### src/verilog/eisl_pkg.sv
// Package for the ethernet interrupt status latch: offsets, bit positions, types
package eisl_pkg;

    // Register byte offsets
    localparam logic [7:0] ADDR_INTERRUPT_STATUS = 8'h58;
    localparam logic [7:0] ADDR_SOFTWARE_IRQ_CTL = 8'h5c;
    localparam logic [7:0] ADDR_BYTE_TEST        = 8'h64;
    localparam logic [7:0] ADDR_WAKE_STATUS      = 8'h80;

    // Flag bit positions in interrupt_status
    localparam int BIT_SOFTWARE_IRQ      = 31;
    localparam int BIT_TRANSMIT_HALTED   = 25;
    localparam int BIT_RECEIVE_HALTED    = 24;
    localparam int BIT_DROP_HALFWAY      = 23;
    localparam int BIT_TX_BUFFER_DONE    = 21;
    localparam int BIT_RECEIVE_DMA       = 20;
    localparam int BIT_TIMER_WRAP        = 19;
    localparam int BIT_TRANSCEIVER       = 18;
    localparam int BIT_POWER_EVENT       = 17;
    localparam int BIT_TX_STATUS_OVF     = 16;
    localparam int BIT_RX_WATCHDOG       = 15;
    localparam int BIT_RX_ERROR          = 14;
    localparam int BIT_TX_ERROR          = 13;
    localparam int BIT_TX_UNDERRUN       = 11;
    localparam int BIT_TX_OVERRUN        = 10;
    localparam int BIT_TX_SPACE          = 9;
    localparam int BIT_TX_STATUS_FULL    = 8;
    localparam int BIT_TX_STATUS_LEVEL   = 7;
    localparam int BIT_RX_FRAME_DROPPED  = 6;
    localparam int BIT_RX_DATA_LEVEL     = 5;
    localparam int BIT_RX_STATUS_FULL    = 4;
    localparam int BIT_RX_STATUS_LEVEL   = 3;

    // Flags that latch and clear by write of one (all but bit 18 and reserved)
    localparam logic [31:0] STICKY_MASK  = 32'h83bbeff8 | 32'h00000007;
    // Bit of the control register that enables the software interrupt
    localparam int BIT_SW_ENABLE         = 31;
    localparam logic [31:0] RESET_FLAGS  = 32'h00000000;
    // Read value of the byte order test register
    localparam logic [31:0] BYTE_TEST_VALUE = 32'h87654321;
    // Drop counter halfway crossing and timer wrap values
    localparam logic [31:0] DROP_BELOW_HALF = 32'h7fffffff;
    localparam logic [31:0] DROP_AT_HALF    = 32'h80000000;
    localparam logic [15:0] TIMER_WRAP_VALUE = 16'hffff;
    localparam logic [15:0] TIMER_ZERO       = 16'h0000;

    // Single-cycle event strobes from the source units
    typedef struct packed {
        logic       transmit_halted;
        logic       receive_halted;
        logic       drop_count_step;
        logic [31:0] drop_count_prev;
        logic       tx_buffer_done;
        logic       receive_dma_done;
        logic       timer_step;
        logic [15:0] timer_prev;
        logic       power_event;
        logic       tx_status_overflow;
        logic       rx_long_packet;
        logic       rx_error;
        logic       tx_error;
        logic       tx_underrun;
        logic       tx_overrun;
        logic       tx_space_above;
        logic       tx_status_full;
        logic       tx_status_level;
        logic       rx_frame_dropped;
        logic       rx_data_level;
        logic       rx_status_full;
        logic       rx_status_level;
        logic [2:0] general_pin_irq;
    } eisl_events_t;

    // Whole state of the block
    typedef struct packed {
        logic [31:0] flags;
        logic        software_irq_enable;
        logic        awake;
        logic [31:0] prdata;
    } eisl_state_t;

endpackage

### src/verilog/eisl_status_latch.sv
// Interrupt status latch with APB register access
`timescale 1ns/1ps
`default_nettype none

// Operation
// - Writing one clears a latched flag; writing zero leaves it.
// - Bit 31 sets while the software interrupt enable is set; write one clears only with the enable off.
// - Bit 25 sets when a requested transmit stop has halted the transmitter.
// - Bit 24 sets when the receive engine halts.
// - Bit 23 sets when the drop counter steps 7fffffff to 80000000.
// - Bit 21 sets when a completion-marked buffer is loaded into transmit FIFO.
// - Bit 20 sets when the programmed receive DMA dword count is read out.
// - Bit 19 sets when the general timer wraps from zero to ffff.
// - Bit 18 shows the transceiver event live; writes have no effect.
// - Bit 17 sets on power events regardless of wake pin; write one clears.
// - The power event flag bypasses the interrupt hold-off interval.
// - Bit 16 sets when the transmit status FIFO overflows.
// - Bit 15 sets when a packet over 2048 bytes is received.
// - Bit 14 sets on any receive engine error.
// - Bit 13 sets on any transmit engine error.
// - Bit 10 sets on write to full transmit FIFO; bit 11 on underrun.
// - Bit 9 sets when transmit FIFO free space exceeds the threshold.
// - Bit 7 sets at transmit status level; bit 8 when it is full.
// - Bit 6 sets every time an incoming frame is dropped.
// - Bit 5 at receive data level; bits 3 and 4 for receive status.
// - Bits 2 to 0 latch the three general pin interrupts; write one clears.
// - Flags latch regardless of any enable mask.
module eisl_status_latch (
    input  wire logic                  pclk,
    input  wire logic                  presetn,
    input  wire logic                  psel,
    input  wire logic                  penable,
    input  wire logic                  pwrite,
    input  wire logic [7:0]            paddr,
    input  wire logic [31:0]           pwdata,
    input  wire logic [3:0]            pstrb,
    output logic                       pready,
    output logic                       pslverr,
    output logic [31:0]                prdata,
    input  wire eisl_pkg::eisl_events_t events,
    input  wire logic                  transceiver_event,
    output logic [31:0]                interrupt_status,
    output logic                       power_event_flag,
    output logic                       awake
);

    eisl_pkg::eisl_state_t state;
    eisl_pkg::eisl_state_t next_state;

    logic        wr_access;
    logic        rd_access;
    logic        rd_setup;
    logic        addr_mapped;
    logic [31:0] byte_mask;
    logic [31:0] set_vec;
    logic [31:0] clear_vec;
    logic [31:0] status_view;

    // APB decode; slave answers in the first access cycle
    assign wr_access   = psel && penable && pwrite;
    assign rd_access   = psel && penable && !pwrite;
    assign rd_setup    = psel && !penable && !pwrite;  // Read data captured here
    assign addr_mapped = (paddr == eisl_pkg::ADDR_INTERRUPT_STATUS)
                      || (paddr == eisl_pkg::ADDR_SOFTWARE_IRQ_CTL)
                      || (paddr == eisl_pkg::ADDR_BYTE_TEST)
                      || (paddr == eisl_pkg::ADDR_WAKE_STATUS);
    assign pready      = 1'b1;
    assign pslverr     = psel && penable && !addr_mapped;
    assign byte_mask   = {{8{pstrb[3]}}, {8{pstrb[2]}}, {8{pstrb[1]}}, {8{pstrb[0]}}};

    // Event vector collecting each source into its flag position
    always_comb begin
        set_vec = 32'h00000000;
        set_vec[eisl_pkg::BIT_SOFTWARE_IRQ]     = state.software_irq_enable;
        set_vec[eisl_pkg::BIT_TRANSMIT_HALTED]  = events.transmit_halted;
        set_vec[eisl_pkg::BIT_RECEIVE_HALTED]   = events.receive_halted;
        set_vec[eisl_pkg::BIT_DROP_HALFWAY]     = events.drop_count_step
            && (events.drop_count_prev == eisl_pkg::DROP_BELOW_HALF);
        set_vec[eisl_pkg::BIT_TX_BUFFER_DONE]   = events.tx_buffer_done;
        set_vec[eisl_pkg::BIT_RECEIVE_DMA]      = events.receive_dma_done;
        set_vec[eisl_pkg::BIT_TIMER_WRAP]       = events.timer_step
            && (events.timer_prev == eisl_pkg::TIMER_ZERO);
        set_vec[eisl_pkg::BIT_POWER_EVENT]      = events.power_event;
        set_vec[eisl_pkg::BIT_TX_STATUS_OVF]    = events.tx_status_overflow;
        set_vec[eisl_pkg::BIT_RX_WATCHDOG]      = events.rx_long_packet;
        set_vec[eisl_pkg::BIT_RX_ERROR]         = events.rx_error;
        set_vec[eisl_pkg::BIT_TX_ERROR]         = events.tx_error;
        set_vec[eisl_pkg::BIT_TX_UNDERRUN]      = events.tx_underrun;
        set_vec[eisl_pkg::BIT_TX_OVERRUN]       = events.tx_overrun;
        set_vec[eisl_pkg::BIT_TX_SPACE]         = events.tx_space_above;
        set_vec[eisl_pkg::BIT_TX_STATUS_FULL]   = events.tx_status_full;
        set_vec[eisl_pkg::BIT_TX_STATUS_LEVEL]  = events.tx_status_level;
        set_vec[eisl_pkg::BIT_RX_FRAME_DROPPED] = events.rx_frame_dropped;
        set_vec[eisl_pkg::BIT_RX_DATA_LEVEL]    = events.rx_data_level;
        set_vec[eisl_pkg::BIT_RX_STATUS_FULL]   = events.rx_status_full;
        set_vec[eisl_pkg::BIT_RX_STATUS_LEVEL]  = events.rx_status_level;
        set_vec[2:0]                            = events.general_pin_irq;
    end

    // Write-one-to-clear vector, limited to sticky bits and enabled lanes
    assign clear_vec = (wr_access && paddr == eisl_pkg::ADDR_INTERRUPT_STATUS)
                     ? (pwdata & byte_mask & eisl_pkg::STICKY_MASK)
                     : 32'h00000000;

    // Read view: sticky flags plus live transceiver bit, reserved as zero
    always_comb begin
        status_view = state.flags & eisl_pkg::STICKY_MASK;
        status_view[eisl_pkg::BIT_TRANSCEIVER] = transceiver_event;
    end

    // Next state
    always_comb begin
        next_state = state;
        // Set wins over clear; mask plays no part in latching
        next_state.flags = ((state.flags & ~clear_vec) | set_vec)
                         & eisl_pkg::STICKY_MASK;
        if (wr_access && paddr == eisl_pkg::ADDR_SOFTWARE_IRQ_CTL && pstrb[3]) begin
            next_state.software_irq_enable = pwdata[eisl_pkg::BIT_SW_ENABLE];
        end
        // Only a byte test write wakes; power events leave awake alone
        if (wr_access && paddr == eisl_pkg::ADDR_BYTE_TEST) begin
            next_state.awake = 1'b1;
        end
        // Capture read data at the setup edge so the access phase shows a flop
        if (rd_setup) begin
            case (paddr)
                eisl_pkg::ADDR_INTERRUPT_STATUS: next_state.prdata = status_view;
                eisl_pkg::ADDR_SOFTWARE_IRQ_CTL: begin
                    next_state.prdata = 32'h00000000;
                    next_state.prdata[eisl_pkg::BIT_SW_ENABLE] = state.software_irq_enable;
                end
                eisl_pkg::ADDR_BYTE_TEST:   next_state.prdata = eisl_pkg::BYTE_TEST_VALUE;
                eisl_pkg::ADDR_WAKE_STATUS: next_state.prdata = {31'h00000000, state.awake};
                default:                    next_state.prdata = 32'h00000000;
            endcase
        end
    end

    // State register
    always_ff @(posedge pclk or negedge presetn) begin
        if (!presetn) begin
            state.flags               <= eisl_pkg::RESET_FLAGS;
            state.software_irq_enable <= 1'b0;
            state.awake               <= 1'b0;
            state.prdata              <= 32'h00000000;
        end else begin
            state <= next_state;
        end
    end

    // Read data: registered word, shown only in the access cycle of a read
    always_comb begin
        prdata = 32'h00000000;
        if (rd_access) begin
            prdata = state.prdata;
        end
    end

    // Outputs to the enable mask and pin logic outside; power flag has no hold-off
    assign interrupt_status = status_view;
    assign power_event_flag = state.flags[eisl_pkg::BIT_POWER_EVENT];
    assign awake            = state.awake;

endmodule

`default_nettype wire

### config.mk
export PLATFORM = sky130hd
export DESIGN_NAME = eisl_status_latch
export DESIGN_NICKNAME = d
export VERILOG_FILES = /design/src/verilog/eisl_pkg.sv /design/src/verilog/eisl_status_latch.sv
export SDC_FILE = /design/constraint.sdc
export NUM_CORES = 1
export LEC_CHECK = 0
export BUFFER_PORTS_ARGS = -buffer_cell sky130_fd_sc_hd__buf_2
export CAP_MARGIN = 30
export CORE_ASPECT_RATIO = 1.4
export CORE_MARGIN = 1
export CORE_UTILIZATION = 38
export DETAILED_ROUTE_END_ITERATION = 16
export PLACE_DENSITY = 0.75
export SLEW_MARGIN = 40
export SYNTH_ARGS = -nofsm -noshare
export SYNTH_HDL_FRONTEND = slang
export SYNTH_SLANG_ARGS = --single-unit
export TNS_END_PERCENT = 1
### constraint.sdc
create_clock -name pclk -period 1.3 [get_ports pclk]
set_input_delay 0.195 -clock pclk [delete_from_list [all_inputs] [get_ports pclk]]
set_output_delay 0.195 -clock pclk [all_outputs]
set_load 0.02 [all_outputs]
==> results.toml <==
[timing]
clock_skew_ns = 0.00692
fin_ws_ns = -0.0341
rsz0062_at_grt = "true"
fmax_mhz = 750
tns_ns = -0.0341
hold_viol = 0
timing.final.crit_share = 1.03
finalSetupViolations = 1
whs_ns = 0.0706
finalCriticalPeriod_ns = 1.33
finalMaxSlewViolations = 0

[routing]
viasPerCell = 4.95
drtPass1Iterations = 4
drt_wl_total_um = 7630
drt-initial-drc-count = 120
vias = 2593
antenna_left = 0
wire_per_inst_um = 14.6
drc = 0

[synth]
yosysTopAreaCellShare = 0.475
seq_area_frac_synth = 0.475
avgSynthCellArea_um2 = 10.1
synth_seq_cells = 52
yosysMostFrequentCell = "dfrtp_1"
ys.warnings.count = 0
synth_top_area_cell = "dfrtp_1"
synth_common_cells = "dfrtp_1, buf_4, and2_1"
synthFlopType = "dfrtp_1"
synthTopCellsByArea = "dfrtp_1, buf_4, a21o_1"
synthCells = 272
synthArstFlopShare = 1.00
synth_enable_flop_cells = 0
syn_area_um2 = 2740
yosysUniqueCellTypes = 33

[final_layout]
area_delta_synth_final_pct = 37.9
multi_input_area_um2 = 1150
final_util = 0.542
fin_nets = 548
drive_above_1_share = 0.493
n_fill_cell = 624
layoutNonFillerInstCount = 524
seq_area_um2 = 1300

[floorplan]
initial_core_util = 0.393
fp.coreArea_um2 = 6980
ios = 189
die_area_um2 = 7560
die_w_um = 73.8
fp.dieH_um = 103
fp-row-count = 36

[status]
violations = "negative setup slack"
status = "finished, violations left"

[cts]
clock_path_buffers = 2
h-tree-depth = 2
insertion_delay_ns = 0.29
clock-sinks = 52
clk_pin_slew_worst_paths_ns = 0.09
cts_root_buf = "clkbuf_8"
cts_tree = "yes"
cts_made_buffers = 5

[placement]
place_hpwl_um = 5800
globalplace.congestion = 0.859
pre_cts_slack_ns = -0.257
dp_cells = 511
io_buffers = 167

[critical_path]
start_kind = "primary input"
r2r_slack_ns = 0.26
critPathMaxStageDelay_ns = 0.24
critPathCaptureType = "output port"
required_ns = 1.11
crit_chain = "buf_2 -> buf_4 -> and4bb_2 -> o21ai_1 -> and3_1 -> buf_6"
critical_path.max_fanout = 3
crit_path_top_delay_cell = "and4bb_2"
arrival_ns = 1.14
worstSetupPathType = "in -> out"

[global_route]
grt_overflow = 0
grt_pass1_vias = 2460
grt_pass1_wl_um = 11500
grt_usage = 0.200
grt_start_max_net_pins = 53
antenna_found_initial = 1

[pwr]
power.density_nw_per_um2 = 793
vdd_ir_drop_max_mv = 0.420
leakagePower_nw = 1.85

[flow_run]
drv_cap = 0

[min_path]
worstHoldPathType = "in -> reg"
[cell families (layout without fill, tap and decap cells)]
group,Yosys count,after routing,share of synthesized area
other,2,14,0.00274
AOI/OAI and AO/OA,64,64,0.163
muxes,2,2,0.00821
buffers and inverters,52,197,0.134
DFF,52,52,0.475
and+or+nand+nor,100,100,0.217
[per-layer routing]
metal | track usage | up-vias | part of all wire
li1 | - | 1228 | -
met1 | 0.216 | 1225 | 0.37
met2 | 0.390 | 128 | 0.56
met3 | 0.0254 | 12 | 0.046
met4 | 0.0725 | 0 | 0.021
met5 | 0 | - | 0
[repair_timing]
| item | in CTS | in global routing |
|---|---|---|
| buffers inserted | 2 | 1 |
| hold buffers | 1 | 0 |
| endpoints found under the setup margin | 22 | 21 |
| resized for setup | 17 | 14 |
| pin swaps | 3 | 3 |
| endpoints found under the hold margin | 52 | 0 |
[metrics by stage]
step                      power (mW)  area (um^2)
final                           3.00         3780
after global routing            3.14         3780
after CTS                       3.03         3730
after detailed placement        2.06         3560
after global placement          2.05         3560
after floorplan                 1.82         2790
[power breakdown]
| group | internal, mW | switching, mW |
|---|---|---|
| Combinational | 0.206 | 0.212 |
| Clock | 0.434 | 0.515 |
| Sequential | 1.63 | 0.00746 |
[cell usage in the layout (no fill, tap or decap), drive strengths merged, types with 2 or more instances in the layout]
cell	count
o21ai	12
nor4	6
nor2	2
mux2	2
dfrtp	52
and2	27
buf	188
nand2	17
conb	13
nand4	8
nand3	26
clkbuf	7
a21oi	10
nor4b	3
a21o	24
a22o	14
and3	3
and4bb	2
[cell type report]
class	instances	share of cell area
clock inverter	1	0.00199
timing repair buffer	189	0.294
sequential	52	0.344
antenna	1	0.000662
tap	95	0.0314
clock buffer	7	0.0228
multi-input combinational	179	0.305
[critical path: cells and delay by family]
family	cells	cell delay [ns]
buf+inv	3	0.40
simple gates	2	0.43
compound gates	1	0.11
[final timing paths]
path / startpoint / to / depth (start not counted)
min in group asynchronous: presetn / interrupt_status[10] / 3
max in group asynchronous: presetn / state[31] / 3
worst max-delay path: paddr[5] / pslverr / 6
worst min-delay path: events[2] / interrupt_status[2] / 2
worst max register to register: interrupt_status[31] / state[31] / 3
worst min register to register: state[21] / state[21] / 2
[registers in the layout (all words and copies together) (netlist names)]
register,count
set_vec,1
state,26
awake,1
interrupt_status,24
(Power assumes the default switching activity.)
